## src/cmcb_pkg.sv

```systemverilog
// Constants, types and register map of the cell monitor calibration and balance block.
// Assumes one 25 MHz clock and a host reaching the registers over a two-wire serial port.
// Function
// Cell 6 trim byte at 0x16, offset high nibble
// Cell 6 offset: 5-bit signed, extension on top
// Cell 6 gain: 5-bit signed, extension on top
// 0x17 holds cell 1-2 extensions, low nibble unused
// 0x18 holds cell 3-6 offset/gain extensions
// 0x1B bit2/bit1 offset tops, bit0 gain top
// Reference offset: 6-bit signed from two extensions
// Reference gain: 5-bit signed from one extension
// Sleep bit write puts device in shutdown
// Wake detector disarmed until regulator fully discharged
// Outside party wakes device by raising alert
// Each balance switch follows its own host command
// No autonomous balance duty cycling; host manages it
// Cell measurement may stay on during balancing
// Adjacent balance requests keep both switches off
// Unused extension bits read as zero
package cmcb_pkg;

    // Register offsets
    localparam logic [7:0] CMCB_POWER_CONTROL_REG_ADDR = 8'h03;
    localparam logic [7:0] CMCB_BALANCE_ADDR   = 8'h04;
    localparam logic [7:0] CMCB_TRIM_BASE_ADDR = 8'h10;
    localparam logic [7:0] CMCB_CELL6_LOW_ADDR = 8'h16;
    localparam logic [7:0] CMCB_EXT12_ADDR     = 8'h17;
    localparam logic [7:0] CMCB_EXT36_ADDR     = 8'h18;
    localparam logic [7:0] CMCB_REF_EXT_ADDR   = 8'h1B;

    // Power control field positions
    localparam int CMCB_PWR_REF_EN_BIT    = 0;
    localparam int CMCB_PWR_TB_EN_BIT     = 1;
    localparam int CMCB_PWR_CELL_AMP_BIT  = 2;
    localparam int CMCB_PWR_CUR_AMP_BIT   = 3;
    localparam int CMCB_PWR_CUR_COMP_BIT  = 4;
    localparam int CMCB_PWR_SLEEP_DIS_BIT = 6;
    localparam int CMCB_PWR_SLEEP_BIT     = 7;

    // Read masks for registers with unused bits
    localparam logic [7:0] CMCB_EXT12_MASK   = 8'hF0;
    localparam logic [7:0] CMCB_REF_EXT_MASK = 8'h07;
    localparam logic [7:0] CMCB_BALANCE_MASK = 8'h3F;

    // Reset values
    localparam logic [7:0] CMCB_POWER_CONTROL_REG_RST = 8'h00;
    localparam logic [5:0] CMCB_BALANCE_RST   = 6'h00;

    // Serial port bit counts
    localparam logic [3:0] CMCB_BITS_PER_BYTE = 4'h8;

    // Serial port states
    typedef enum logic [3:0] {
        CMCB_SER_IDLE  = 4'b0000,
        CMCB_SER_ADDR  = 4'b0001,
        CMCB_SER_ACK_A = 4'b0010,
        CMCB_SER_REG   = 4'b0011,
        CMCB_SER_WDATA = 4'b0100,
        CMCB_SER_ACK_W = 4'b0101,
        CMCB_SER_RDATA = 4'b0110,
        CMCB_SER_ACK_R = 4'b0111
    } cmcb_ser_e;

    // Power states
    typedef enum logic [1:0] {
        CMCB_PWR_ACTIVE = 2'b00,
        CMCB_PWR_DRAIN  = 2'b01,
        CMCB_PWR_ARMED  = 2'b10
    } cmcb_pwr_e;

endpackage

```

## src/cmcb_top.sv

```systemverilog
// Calibration store, sleep control and cell balance control behind a two-wire serial port.
// Assumes an open-drain data line resolved outside and a host that owns the clock line.
`timescale 1ns/1ps
module cmcb_top
    import cmcb_pkg::*;
#(
    parameter logic [6:0]  DEV_ADDR   = 7'h08,
    // Factory trim image, bytes 0x10 to 0x1B, byte 0 in the low bits
    parameter logic [95:0] TRIM_IMAGE = 96'h0
) (
    // Clock and reset
    input  wire logic        clk_i,
    input  wire logic        rst_n_i,
    // Serial port pins
    input  wire logic        scl_i,
    input  wire logic        sda_i,
    output logic             sda_o,
    output logic             sda_oe_o,
    // Power sense and wake pins
    input  wire logic        regulated_3v3_output_zero_i,
    input  wire logic        alert_i,
    // Power and analog enables
    output logic             shutdown_o,
    output logic             wake_armed_o,
    output logic [7:0]       power_control_o,
    // Balance switches
    output logic [5:0]       balance_on_o,
    // Correction factors, cell 1 in the low bits
    output logic [29:0]      cell_offset_corr_o,
    output logic [29:0]      cell_gain_corr_o,
    output logic [5:0]       ref_offset_corr_o,
    output logic [4:0]       ref_gain_corr_o
);

    // Trim byte at an offset from the trim base
    function automatic logic [7:0] trim_byte(input logic [7:0] addr);
        logic [3:0] idx;
        idx = 4'(addr - CMCB_TRIM_BASE_ADDR);
        trim_byte = TRIM_IMAGE[8*idx +: 8];
    endfunction

    // Offset correction of cell n (1..6)
    function automatic logic [4:0] cell_offset(input int n);
        logic [7:0] low;
        logic [7:0] e12;
        logic [7:0] e36;
        logic       ext;
        low = trim_byte(8'(CMCB_TRIM_BASE_ADDR + 8'(n)));
        e12 = trim_byte(CMCB_EXT12_ADDR);
        e36 = trim_byte(CMCB_EXT36_ADDR);
        if (n <= 2) begin
            ext = e12[9 - 2*n];
        end else begin
            ext = e36[13 - 2*n];
        end
        cell_offset = {ext, low[7:4]};
    endfunction

    // Gain correction of cell n (1..6)
    function automatic logic [4:0] cell_gain(input int n);
        logic [7:0] low;
        logic [7:0] e12;
        logic [7:0] e36;
        logic       ext;
        low = trim_byte(8'(CMCB_TRIM_BASE_ADDR + 8'(n)));
        e12 = trim_byte(CMCB_EXT12_ADDR);
        e36 = trim_byte(CMCB_EXT36_ADDR);
        if (n <= 2) begin
            ext = e12[8 - 2*n];
        end else begin
            ext = e36[12 - 2*n];
        end
        cell_gain = {ext, low[3:0]};
    endfunction

    // Whole correction vectors
    function automatic logic [29:0] all_offsets();
        for (int n = 1; n <= 6; n++) begin
            all_offsets[5*(n-1) +: 5] = cell_offset(n);
        end
    endfunction

    function automatic logic [29:0] all_gains();
        for (int n = 1; n <= 6; n++) begin
            all_gains[5*(n-1) +: 5] = cell_gain(n);
        end
    endfunction

    // Reference corrections
    localparam logic [7:0] REF_LOW = TRIM_IMAGE[7:0];
    localparam logic [7:0] REF_EXT = TRIM_IMAGE[95:88];
    localparam logic [5:0] REF_OFFSET = {REF_EXT[2], REF_EXT[1], REF_LOW[7:4]};
    localparam logic [4:0] REF_GAIN   = {REF_EXT[0], REF_LOW[3:0]};
    localparam logic [29:0] CELL_OFFSETS = all_offsets();
    localparam logic [29:0] CELL_GAINS   = all_gains();

    // Balance gating: a request beside another request is dropped
    function automatic logic [5:0] gate_balance(input logic [5:0] req);
        logic [5:0] lo;
        logic [5:0] hi;
        lo = {req[4:0], 1'b0};
        hi = {1'b0, req[5:1]};
        gate_balance = req & ~lo & ~hi;
    endfunction

    // Register read decode
    function automatic logic [7:0] read_reg(input logic [7:0] addr, input logic [7:0] pwr,
                                            input logic [5:0] bal);
        read_reg = 8'h00;
        if (addr == CMCB_POWER_CONTROL_REG_ADDR) begin
            read_reg = pwr;
        end else if (addr == CMCB_BALANCE_ADDR) begin
            read_reg = {2'b00, bal};
        end else if (addr == CMCB_EXT12_ADDR) begin
            read_reg = trim_byte(addr) & CMCB_EXT12_MASK;
        end else if (addr == CMCB_REF_EXT_ADDR) begin
            read_reg = trim_byte(addr) & CMCB_REF_EXT_MASK;
        end else if (addr >= CMCB_TRIM_BASE_ADDR && addr <= CMCB_EXT36_ADDR) begin
            read_reg = trim_byte(addr);
        end
    endfunction

    // All state of the block
    typedef struct packed {
        logic [2:0]  scl_sync;
        logic [2:0]  sda_sync;
        logic [1:0]  regulated_3v3_output_sync;
        logic [1:0]  alert_sync;
        cmcb_ser_e   ser;
        logic [3:0]  cnt;
        logic [7:0]  shift;
        logic [7:0]  tx;
        logic        rd;
        logic        acked;
        logic [7:0]  ptr;
        logic        sda_oe;
        cmcb_pwr_e   pwr;
        logic        shut;
        logic        armed;
        logic [7:0]  power_control_reg;
        logic [5:0]  bal_req;
        logic [5:0]  bal_on;
        logic [29:0] cell_off;
        logic [29:0] cell_gain;
        logic [5:0]  ref_off;
        logic [4:0]  ref_gain;
    } cmcb_state_s;

    localparam cmcb_state_s STATE_RST = '{
        scl_sync: 3'b111, sda_sync: 3'b111, regulated_3v3_output_sync: 2'b00, alert_sync: 2'b00,
        ser: CMCB_SER_IDLE, cnt: 4'h0, shift: 8'h00, tx: 8'h00, rd: 1'b0,
        acked: 1'b0, ptr: 8'h00, sda_oe: 1'b0, pwr: CMCB_PWR_ACTIVE,
        shut: 1'b0, armed: 1'b0,
        power_control_reg: CMCB_POWER_CONTROL_REG_RST, bal_req: CMCB_BALANCE_RST, bal_on: 6'h00,
        cell_off: CELL_OFFSETS, cell_gain: CELL_GAINS, ref_off: REF_OFFSET,
        ref_gain: REF_GAIN
    };

    cmcb_state_s state_reg;
    cmcb_state_s state_next;

    // Next state
    always_comb begin
        logic scl_rise;
        logic scl_fall;
        logic start_c;
        logic stop_c;
        logic [7:0] rbyte;
        scl_rise = 1'b0;
        scl_fall = 1'b0;
        start_c  = 1'b0;
        stop_c   = 1'b0;
        rbyte    = 8'h00;
        state_next = state_reg;

        // Pin synchronisers, third stage only for edge detection
        state_next.scl_sync   = {state_reg.scl_sync[1:0], scl_i};
        state_next.sda_sync   = {state_reg.sda_sync[1:0], sda_i};
        state_next.regulated_3v3_output_sync  = {state_reg.regulated_3v3_output_sync[0], regulated_3v3_output_zero_i};
        state_next.alert_sync = {state_reg.alert_sync[0], alert_i};
        scl_rise = state_reg.scl_sync[1] & ~state_reg.scl_sync[2];
        scl_fall = ~state_reg.scl_sync[1] & state_reg.scl_sync[2];
        start_c  = state_reg.scl_sync[1] & state_reg.scl_sync[2] &
                   state_reg.sda_sync[2] & ~state_reg.sda_sync[1];
        stop_c   = state_reg.scl_sync[1] & state_reg.scl_sync[2] &
                   ~state_reg.sda_sync[2] & state_reg.sda_sync[1];
        rbyte    = read_reg(state_reg.ptr, state_reg.power_control_reg, state_reg.bal_req);

        // Serial port engine
        if (start_c) begin
            state_next.ser    = CMCB_SER_ADDR;
            state_next.cnt    = 4'h0;
            state_next.sda_oe = 1'b0;
        end else if (stop_c) begin
            state_next.ser    = CMCB_SER_IDLE;
            state_next.sda_oe = 1'b0;
        end else begin
            unique case (state_reg.ser)
                CMCB_SER_IDLE: begin
                    state_next.sda_oe = 1'b0;
                end
                CMCB_SER_ADDR, CMCB_SER_REG, CMCB_SER_WDATA: begin
                    if (scl_rise) begin
                        state_next.shift = {state_reg.shift[6:0], state_reg.sda_sync[1]};
                        state_next.cnt   = 4'(state_reg.cnt + 4'h1);
                    end else if (scl_fall && state_reg.cnt == CMCB_BITS_PER_BYTE) begin
                        state_next.cnt    = 4'h0;
                        state_next.sda_oe = 1'b1;
                        if (state_reg.ser == CMCB_SER_ADDR) begin
                            state_next.rd  = state_reg.shift[0];
                            state_next.ser = CMCB_SER_ACK_A;
                            if (state_reg.shift[7:1] != DEV_ADDR) begin
                                state_next.ser    = CMCB_SER_IDLE;
                                state_next.sda_oe = 1'b0;
                            end
                        end else if (state_reg.ser == CMCB_SER_REG) begin
                            state_next.ptr = state_reg.shift;
                            state_next.ser = CMCB_SER_ACK_W;
                        end else begin
                            // Only power control and balance accept writes
                            if (state_reg.ptr == CMCB_POWER_CONTROL_REG_ADDR) begin
                                state_next.power_control_reg = state_reg.shift;
                            end else if (state_reg.ptr == CMCB_BALANCE_ADDR) begin
                                state_next.bal_req = state_reg.shift[5:0];
                            end
                            state_next.ptr = 8'(state_reg.ptr + 8'h01);
                            state_next.ser = CMCB_SER_ACK_W;
                        end
                    end
                end
                CMCB_SER_ACK_A: begin
                    if (scl_fall) begin
                        state_next.cnt = 4'h0;
                        if (state_reg.rd) begin
                            state_next.tx     = rbyte;
                            state_next.sda_oe = ~rbyte[7];
                            state_next.ser    = CMCB_SER_RDATA;
                        end else begin
                            state_next.sda_oe = 1'b0;
                            state_next.ser    = CMCB_SER_REG;
                        end
                    end
                end
                CMCB_SER_ACK_W: begin
                    if (scl_fall) begin
                        state_next.sda_oe = 1'b0;
                        state_next.ser    = CMCB_SER_WDATA;
                    end
                end
                CMCB_SER_RDATA: begin
                    if (scl_rise) begin
                        state_next.cnt = 4'(state_reg.cnt + 4'h1);
                    end else if (scl_fall) begin
                        if (state_reg.cnt == CMCB_BITS_PER_BYTE) begin
                            state_next.sda_oe = 1'b0;
                            state_next.ptr    = 8'(state_reg.ptr + 8'h01);
                            state_next.ser    = CMCB_SER_ACK_R;
                        end else begin
                            state_next.tx     = {state_reg.tx[6:0], 1'b0};
                            state_next.sda_oe = ~state_reg.tx[6];
                        end
                    end
                end
                CMCB_SER_ACK_R: begin
                    if (scl_rise) begin
                        state_next.acked = ~state_reg.sda_sync[1];
                    end else if (scl_fall) begin
                        state_next.cnt = 4'h0;
                        if (state_reg.acked) begin
                            state_next.tx     = rbyte;
                            state_next.sda_oe = ~rbyte[7];
                            state_next.ser    = CMCB_SER_RDATA;
                        end else begin
                            state_next.ser = CMCB_SER_IDLE;
                        end
                    end
                end
            endcase
        end

        // Sleep entry, discharge wait and wake
        unique case (state_reg.pwr)
            CMCB_PWR_ACTIVE: begin
                if (state_reg.power_control_reg[CMCB_PWR_SLEEP_BIT] &&
                    !state_reg.power_control_reg[CMCB_PWR_SLEEP_DIS_BIT]) begin
                    state_next.pwr = CMCB_PWR_DRAIN;
                end
            end
            CMCB_PWR_DRAIN: begin
                if (state_reg.regulated_3v3_output_sync[1]) begin
                    state_next.pwr = CMCB_PWR_ARMED;
                end
            end
            CMCB_PWR_ARMED: begin
                if (state_reg.alert_sync[1]) begin
                    state_next.pwr = CMCB_PWR_ACTIVE;
                    state_next.power_control_reg = CMCB_POWER_CONTROL_REG_RST;
                end
            end
            default: begin
                state_next.pwr = CMCB_PWR_ACTIVE;
            end
        endcase

        // Switches follow host commands only; no own duty cycling
        if (state_next.pwr != CMCB_PWR_ACTIVE) begin
            state_next.bal_on = 6'h00;
        end else begin
            state_next.bal_on = gate_balance(state_next.bal_req);
        end

        // Power status flops for the pins
        state_next.shut  = (state_next.pwr != CMCB_PWR_ACTIVE);
        state_next.armed = (state_next.pwr == CMCB_PWR_ARMED);
    end

    // State register
    always_ff @(posedge clk_i or negedge rst_n_i) begin
        if (!rst_n_i) begin
            state_reg <= STATE_RST;
        end else begin
            state_reg <= state_next;
        end
    end

    // Outputs from state flops, sda_o tied low
    assign sda_o              = 1'b0;
    assign sda_oe_o           = state_reg.sda_oe;
    assign shutdown_o         = state_reg.shut;
    assign wake_armed_o       = state_reg.armed;
    assign power_control_o    = state_reg.power_control_reg; // cell amp independent of balance
    assign balance_on_o       = state_reg.bal_on;
    assign cell_offset_corr_o = state_reg.cell_off;
    assign cell_gain_corr_o   = state_reg.cell_gain;
    assign ref_offset_corr_o  = state_reg.ref_off;
    assign ref_gain_corr_o    = state_reg.ref_gain;

endmodule // cmcb_top

```

## config.mk

```make
export PLATFORM = sky130hd
export DESIGN_NAME = cmcb_top
export DESIGN_NICKNAME = d
export VERILOG_FILES = /design/src/cmcb_pkg.sv /design/src/cmcb_top.sv
export SDC_FILE = /design/constraint.sdc
export NUM_CORES = 1
export LEC_CHECK = 0
export BUFFER_PORTS_ARGS = -buffer_cell sky130_fd_sc_hd__buf_2
export CORE_ASPECT_RATIO = 0.6
export CORE_UTILIZATION = 25
export CTS_CLUSTER_DIAMETER = 50
export DETAILED_ROUTE_END_ITERATION = 8
export GPL_ROUTABILITY_DRIVEN = 0
export PLACE_DENSITY = 0.46
export SKIP_CTS_REPAIR_TIMING = 1
export SLEW_MARGIN = 0
export SYNTH_ARGS = -nofsm -noshare
export SYNTH_HDL_FRONTEND = slang
export SYNTH_SLANG_ARGS = --single-unit
```

## constraint.sdc

```tcl
create_clock -name clk_i -period 3.03 [get_ports clk_i]
set_clock_uncertainty 0.15 [all_clocks]
set_input_delay 0.606 -clock clk_i [delete_from_list [all_inputs] [get_ports clk_i]]
set_output_delay 0.606 -clock clk_i [all_outputs]
set_load 0.02 [all_outputs]
```

---- Word level (Yosys, flattened, before mapping) ----
Index checks and enable logic that the tools add are counted.
storage, ports and cells
  word-level logic and storage cells ...... 187
  bits in registers ....................... 69
  output and inout bits ................... 89
operators by class
  order comparisons ....................... 2
  bitwise operators ....................... 20
  reduce and logical (&&, ||, !) cells .... 20
  shifts and indexed selects .............. 1
  add/sub/neg operators ................... 3
  multiplexer cells ....................... 79
  eq/ne operators ......................... 44
operator list
  cell                                                         count
  2-to-1 mux 8 bit                                             26
  2-to-1 mux 14 bit                                            7
  variable part select 96 x 8 -> 8 bit (first input constant)  1
  != test 4 bit (second input constant)                        11
  2-to-1 mux 4 bit                                             9
  2-to-1 mux 9 bit                                             4
  2-to-1 mux 30 bit                                            1
  != test 2 bit (second input constant)                        13
  case mux 8 bit (3 select lines)                              1
  case mux 4 bit (5 select lines)                              1
  2-to-1 mux 6 bit                                             3
  AND reduction 9 bit                                          2
  2-to-1 mux 1 bit                                             17
  equality test 4 x 3 -> 1 bit (second input constant)         4
  equality test 8 x 5 -> 1 bit (second input constant)         2
  case mux 4 bit (4 select lines)                              1
  case mux 8 bit (2 select lines)                              1
  AND 6 bit                                                    2
  != test 3 bit (second input constant)                        4
  AND reduction 11 bit                                         1
  AND reduction 10 bit                                         1
  inverter 1 bit                                               9
  adder 8 x 1 -> 8 bit (second input constant)                 1
  equality test 4 x 2 -> 1 bit (second input constant)         2
  other kinds (30)                                             45

---- Longest topological paths before layout ----
Gate-level depths: netlist of run 1.
  word-level depth ........................ 14
  gate-level depth with buffers ........... 9
  depth with buffers taken out ............ 8

---- Worst setup path after synthesis of run 1 ----
No wires, ideal clock.
  path type ............................... register to register
  start point ............................. register state_reg[122] (netlist name)
  end point ............................... register state_reg[125] (netlist name)
  required time ........................... 2.748 ns
  path buffers ............................ 0
  path slack .............................. 1.024 ns
  arrival time ............................ 1.724 ns
  stages on the path, launching flop included .. 9
  cells stage by stage .................... dfrtp_1 inv_1 ha_1 nand3b_1 o311a_1 a221oi_2 o21ai_2 o21ai_0 o41ai_2
on the way
  longest elaborated chain between the ends .. 5
  elaborated cells on any way between the ends .. 10
ends and longest elaborated chain
  element                              RTL line                          RTL
  from (decl)                          cmcb_top.sv:159                   cmcb_state_s state_reg;
  from (signal assigned)               cmcb_top.sv:322                   state_reg <= state_next;
  adder 4 x 1 -> 4 bit                 cmcb_top.sv:205, cmcb_top.sv:252
  2-to-1 mux 4 bit (on tied branches)  cmcb_top.sv:251, cmcb_top.sv:203
  case mux 4 bit (4 select lines)      cmcb_top.sv:198                   unique case (state_reg.ser)
  2-to-1 mux 30 bit                    cmcb_top.sv:194                   end else if (stop_c) begin
  2-to-1 mux 8 bit                     cmcb_top.sv:190                   if (start_c) begin
Parallel ways exist; a longest one is shown, timed or not. The select of a mux whose other input is x is not followed.
A chain may end at the register's enable or synchronous reset.

---- Final worst setup path of run 1 ----
  start point ............................. register state_reg[126] (netlist name)
  end point ............................... register state_reg[100] (netlist name)
on the way
  longest elaborated chain between the ends .. 6
  elaborated cells on any way between the ends .. 18
ends and longest elaborated chain
  element                          RTL line                          RTL
  equality test 4 x 2 -> 1 bit     cmcb_top.sv:198, cmcb_top.sv:216
  2-to-1 mux 8 bit                 cmcb_top.sv:216                   end else if (state_reg.ser == CMCB_SER_REG) begin
  2-to-1 mux 8 bit                 cmcb_top.sv:209                   if (state_reg.ser == CMCB_SER_ADDR) begin
  2-to-1 mux 9 bit                 cmcb_top.sv:206                   end else if (scl_fall && state_reg.cnt == CMCB_BITS_PER_BYTE) begin
  2-to-1 mux 9 bit                 cmcb_top.sv:203                   if (scl_rise) begin
  case mux 8 bit (2 select lines)  cmcb_top.sv:198
Parallel ways exist; a longest one is shown, timed or not. The select of a mux whose other input is x is not followed.

==> impl_metrics.csv, run 1 <==
group,metric,value,unit
outcome,outcome,"finished, final reports clean",
synth,synth_cell_types,53,
hold_path,whs_endpoint,"state_next[139]",
floorplan,initial_core_util,25.7,%
critical_path,cp.arrival,2.50,ns
floorplan,core,0.0154,mm2
floorplan,dieHeight,99.3,um
critical_path,rr_startpoint,"state_reg[126]",
critical_path,r2r_slack,0.63,ns
timing,fin_crit,2.40,ns
clock_tree,cts_tree,"done",
place,io_buffer_count,22,
synth,synth_edf_count,0,
finish,largest_reg_flops,44,
critical_path,crit_fanout,19,
timing,finalSetupViolCount,0,
synth,ys_warn_count,0,
finish,final_common_cell,"conb_1",
critical_path,critPathCaptureType,"flip-flop",
timing,hold_viol_final,0,
synth,syn_inst,418,
clock_tree,htreeDepth,3,
synth,synth_flop_cell,"dfrtp_1",
clock_tree,clock-sinks,67,
global_route,overflow,0,
floorplan,std_cell_rows,35,
critical_path,timing.rr.end,"state_reg[100]",
global_route,grt_pass1_wl,14.2,mm
timing,relSlewSlack,42.9,%
hold_path,worstHoldPathType,"flip-flop to flip-flop",
synth,seq_area_frac_synth,42.7,%
detailed_routing,post-route-drc-count,0,
finish,drive_above_1_share,17.0,%
detailed_routing,first_pass_iters,6,
hold_path,min_path_cells,0,
finish,final_cell_mix,"72 x conb_1, 61 x dfrtp_1, 40 x nor2_1",
timing,post-route-period-util,79.2,%
floorplan,dieArea,0.0163,mm2
critical_path,r2r_cells,7,
hold_path,hp-start,"state_next[138]",
timing,rsz0062_at_grt,"false",
clock_tree,cts_root_buffer,"clkbuf_16",
timing,worstMarginPinSlew,0.856,ns
timing,drv_slew,0,
place,dp_hpwl,6.25,mm
pwr,power.density,656,mW/mm2
job,cap_violations,0,
finish,syn_to_final_growth,7.16,%
detailed_routing,drtIter0Drc,186,
critical_path,worst_ep_required_time,3.13,ns
critical_path,path_class,"flip-flop to flip-flop",
clock_tree,clk_pin_slew,0.06,ns
detailed_routing,vias,2697,
global_route,grt_max_degree,68,
finish,fin_nets,441,
synth,avgSynthCellArea,9.44,um2
detailed_routing,ant_nets,0,
pwr,irDropWorstVdd,0.303,mV
timing,max_freq,417,MHz
floorplan,ios,95,
pwr,p_leak,2.16,nW
global_route,grt.total_usage,11.4,%
detailed_routing,drt_wl_total,8.63,mm
clock_tree,cts_buffers,9,
synth,ys_ff_latch,67,
floorplan,die_w,164,um
critical_path,cp-start-kind,"flip-flop",
clock_tree,clock_latency,0.33,ns
detailed_routing,wire_per_inst,13.5,um
global_route,first_global_vias,2559,
clock_tree,clock_path_buffers,2,
finish,diodes,0,
synth,syn-cell-area,0.00395,mm2
synth,synthArstFlopShare,100,%
global_route,antenna_found_initial,0,
detailed_routing,via_per_inst,4.22,
pwr,total_power,2.78,mW
timing,tns,0,ns
[Yosys cell counts (2+ instances only)]
| cell | instances | area [um2] |
|---|---|---|
| buf_4 | 87 | 653 |
| dfrtp_1 | 61 | 1530 |
| nor2_1 | 40 | 150 |
| a21oi_1 | 27 | 135 |
| nand2_1 | 25 | 93.8 |
| o21ai_0 | 19 | 95.1 |
| mux2_2 | 15 | 169 |
| nor3_1 | 14 | 70.1 |
| inv_1 | 12 | 45.0 |
| mux2i_1 | 11 | 110 |
| nand3_1 | 11 | 55.1 |
| a22oi_1 | 7 | 52.6 |
| nand2b_1 | 7 | 43.8 |
| nor2b_1 | 7 | 43.8 |
| and3_1 | 6 | 37.5 |
| buf_2 | 6 | 30.0 |
| dfstp_2 | 6 | 158 |
| a31oi_1 | 5 | 31.3 |
| clkbuf_1 | 4 | 15.0 |
| ha_1 | 4 | 50.1 |
| nand3b_1 | 4 | 30.0 |
| o22ai_1 | 3 | 18.8 |
| a21o_1 | 2 | 15.0 |
| and3b_1 | 2 | 17.5 |
| nor4_1 | 2 | 12.5 |
| o21ai_1 | 2 | 10.0 |
| o311a_1 | 2 | 20.0 |
| o31ai_1 | 2 | 15.0 |
[area by class of cell]
| type | count | area [um2] |
|---|---|---|
| Fill cell | 1639 | 11100 |
| Multi-Input combinational cell | 313 | 1790 |
| Sequential cell | 67 | 1680 |
| Tap cell | 203 | 254 |
| Clock buffer | 11 | 243 |
| Timing Repair Buffer | 28 | 155 |
| Clock inverter | 5 | 62.6 |
| Inverter | 12 | 45.0 |
[power by group]
part / switching (mW) / total (mW) / internal (mW)
Clock: 0.403 / 1.06 / 0.662
Sequential: 0.192 / 1.18 / 0.989
Combinational: 0.325 / 0.531 / 0.206
[layer usage]
| metal | routed length (um) | track usage [%] | up-vias |
|---|---|---|---|
| met1 | 4670 | 18.0 | 1281 |
| met3 | 592 | 3.50 | 12 |
| met5 | 0 | 0 | - |
| met2 | 3270 | 14.3 | 93 |
| li1 | - | - | 1311 |
| met4 | 106 | 3.42 | 0 |
[stage by stage]
stage / instance area (um2) / setup WS, ns / util, % / std cells / hold slack (ns)
after floorplan: 4210 / 1.02 / - / 489 / 0.160
after global placement: 3930 / 0.653 / 25.5 / 623 / 0.193
after detailed placement: 3930 / 0.671 / 25.5 / 623 / 0.186
after CTS: 4230 / 0.642 / 27.5 / 639 / 0.202
after global routing: 4230 / 0.393 / 27.5 / 639 / 0.204
final: 4230 / 0.630 / 27.5 / 639 / 0.204
[logic make-up after synthesis]
kind of cell | Yosys count | share of synthesized area [%]
AOI/OAI and AO/OA | 79 | 12.4
xor gates and xnor gates | 1 | 0.222
adders and majority gates | 4 | 1.27
buffers and inverters | 109 | 18.8
DFF | 67 | 42.7
muxes | 26 | 7.07
other | 1 | 0.0950
and+or+nand+nor | 131 | 17.4
[worst max-delay path by stage]
stage	cells past startpoint	endpoint	from	slack, ns
final	7	state_reg[100]	state_reg[126]	0.63
after global routing	7	state_reg[102]	state_reg[126]	0.39
after CTS	7	state_reg[100]	state_reg[126]	0.64
after detailed placement	7	state_reg[102]	state_reg[126]	0.67
after global placement	7	state_reg[103]	state_reg[126]	0.65
after floorplan	8	state_reg[125]	state_reg[122]	1.02
[worst max-delay path, cell delays in order, from the launching register on]
cell     delay, ns
dfrtp_1       0.68
inv_1         0.24
nor2_1        0.22
nand2_1       0.34
a21oi_1       0.27
buf_4         0.21
a21oi_1       0.08
a21oi_1       0.12
Power figures use the tool's default switching activity.
==> run 2, diff against run 1 <==
==> constraint.sdc (replaced) <==
create_clock -name clk_i -period 2.4 [get_ports clk_i]
set_clock_uncertainty 0.15 [all_clocks]
set_input_delay 0.48 -clock clk_i [delete_from_list [all_inputs] [get_ports clk_i]]
set_output_delay 0.48 -clock clk_i [all_outputs]
set_load 0.02 [all_outputs]
==> impl_metrics.csv, run 2 (synthesis results as in run 1) <==
group,metric,value,unit
outcome,outcome,"finished, final reports clean",
floorplan,core,0.0154,mm2
timing,rsz0062_at_grt,"false",
detailed_routing,vias,2788,
detailed_routing,drt_wl_total,8.69,mm
hold_path,min_path_cells,1,
timing,whs,0.0934,ns
floorplan,std_cell_rows,35,
clock_tree,clock_latency,0.33,ns
timing,drv_slew,0,
global_route,overflow,0,
place,dp_slack,0.0284,ns
global_route,grt_max_degree,49,
hold_path,whs_endpoint,"state_next[138]",
critical_path,critPathTopFamily,"simple AND/OR/NAND/NOR gates",
place,place_inst,631,
global_route,antenna_found_initial,0,
timing,worstMarginPinSlew,0.662,ns
critical_path,rr_startpoint,"state_reg[122]",
job,cap_violations,0,
floorplan,dieArea,0.0163,mm2
critical_path,r2r_cells,8,
clock_tree,clk_pin_slew,0.06,ns
finish,drive_above_1_share,19.3,%
critical_path,max_stage_delay,0.48,ns
floorplan,ios,95,
clock_tree,clock_path_buffers,2,
timing,finalWorstSetupSlack,0.197,ns
pwr,p_leak,2.22,nW
floorplan,dieHeight,99.3,um
critical_path,path_cells,"inv_1, ha_1, nand3b_1, nor2_4, nor3_1, or4b_1, a2bb2oi_1, or2_2",
hold_path,hp-start,"scl_i",
finish,fin_nets,450,
clock_tree,htreeDepth,3,
finish,diodes,0,
detailed_routing,ant_nets,0,
timing,post-route-period-util,91.8,%
detailed_routing,wl_met1,4.81,mm
critical_path,critPathBufInv,1,
hold_path,worstHoldPathType,"input port to flip-flop",
detailed_routing,first_pass_iters,6,
finish,syn_to_final_growth,9.35,%
clock_tree,cts_tree,"done",
finish,final_common_cell,"conb_1",
critical_path,crit_fanout,7,
critical_path,cp-start-kind,"flip-flop",
global_route,first_global_vias,2487,
critical_path,r2r_slack,0.20,ns
timing,max_freq,454,MHz
detailed_routing,wire_per_inst,13.4,um
finish,largest_reg_flops,44,
place,io_buffer_count,22,
critical_path,cp_slowest_cell,"nor3_1",
timing,tns,0,ns
global_route,grt.total_usage,11.5,%
timing,finalSetupViolCount,0,
critical_path,critPathCaptureType,"flip-flop",
detailed_routing,post-route-drc-count,0,
clock_tree,cts_root_buffer,"clkbuf_16",
critical_path,cp.arrival,2.27,ns
critical_path,path_class,"flip-flop to flip-flop",
pwr,irDropWorstVdd,0.358,mV
critical_path,timing.rr.end,"state_reg[126]",
clock_tree,clock-sinks,67,
detailed_routing,drtIter0Drc,200,
floorplan,die_w,164,um
detailed_routing,top_layer,"met4",
finish,stdcell_count,648,
timing,relSlewSlack,55.7,%
place,dp_hpwl,6.51,mm
pwr,power.density,821,mW/mm2
clock_tree,cts_buffers,9,
detailed_routing,wl_met2,3.24,mm
finish,final_cell_mix,"72 x conb_1, 60 x dfrtp_1, 40 x nor2_1",
timing,fin_crit,2.20,ns
detailed_routing,wl_met3,582,um
floorplan,initial_core_util,25.7,%
critical_path,worst_ep_required_time,2.46,ns
timing,hold_viol_final,0,
global_route,grt_pass1_wl,14.1,mm
detailed_routing,via_per_inst,4.30,
[run 2: cell type report]
| type | instances | area [um2] |
|---|---|---|
| Clock buffer | 11 | 253 |
| Clock inverter | 5 | 42.5 |
| Fill cell | 1630 | 11100 |
| Inverter | 12 | 45.0 |
| Multi-Input combinational cell | 313 | 1800 |
| Sequential cell | 67 | 1690 |
| Tap cell | 203 | 254 |
| Timing Repair Buffer | 37 | 238 |
[run 2: worst max path at each step]
| stage | end | startpoint | slack, ns | cells past startpoint |
|---|---|---|---|---|
| 2_1_floorplan | state_reg[125] | state_reg[122] | 0.39 | 8 |
| 3_3_place_gp | state_reg[127] | state_reg[122] | -0.06 | 7 |
| 5_1_grt | balance_on_o[2] | state_reg[122] | 0.07 | 8 |
| 4_1_cts | state_reg[127] | state_reg[122] | 0.03 | 7 |
| 3_5_place_dp | state_reg[127] | state_reg[122] | 0.03 | 7 |
| 6_report | state_reg[126] | state_reg[122] | 0.20 | 8 |
[run 2: power breakdown]
part	internal, mW	switching (mW)	leakage (nW)	total (mW)
Sequential	1.25	0.209	0.891	1.46
Combinational	0.310	0.483	1.18	0.793
Clock	0.768	0.522	0.143	1.29
[run 2: routing by layer]
layer	track usage, %	up-vias
met1	18.9	1348
met2	13.7	98
met3	3.42	7
li1	-	1335
met4	2.78	0
met5	0	-
[run 2: per-stage QoR]
step | cell area, um2 | utilization [%] | total power [mW]
after floorplan | 4210 | - | 2.06
after global placement | 4000 | 26.0 | 2.25
after detailed placement | 4000 | 26.0 | 2.23
after CTS | 4290 | 27.9 | 3.54
after global routing | 4320 | 28.1 | 3.73
final | 4320 | 28.1 | 3.54
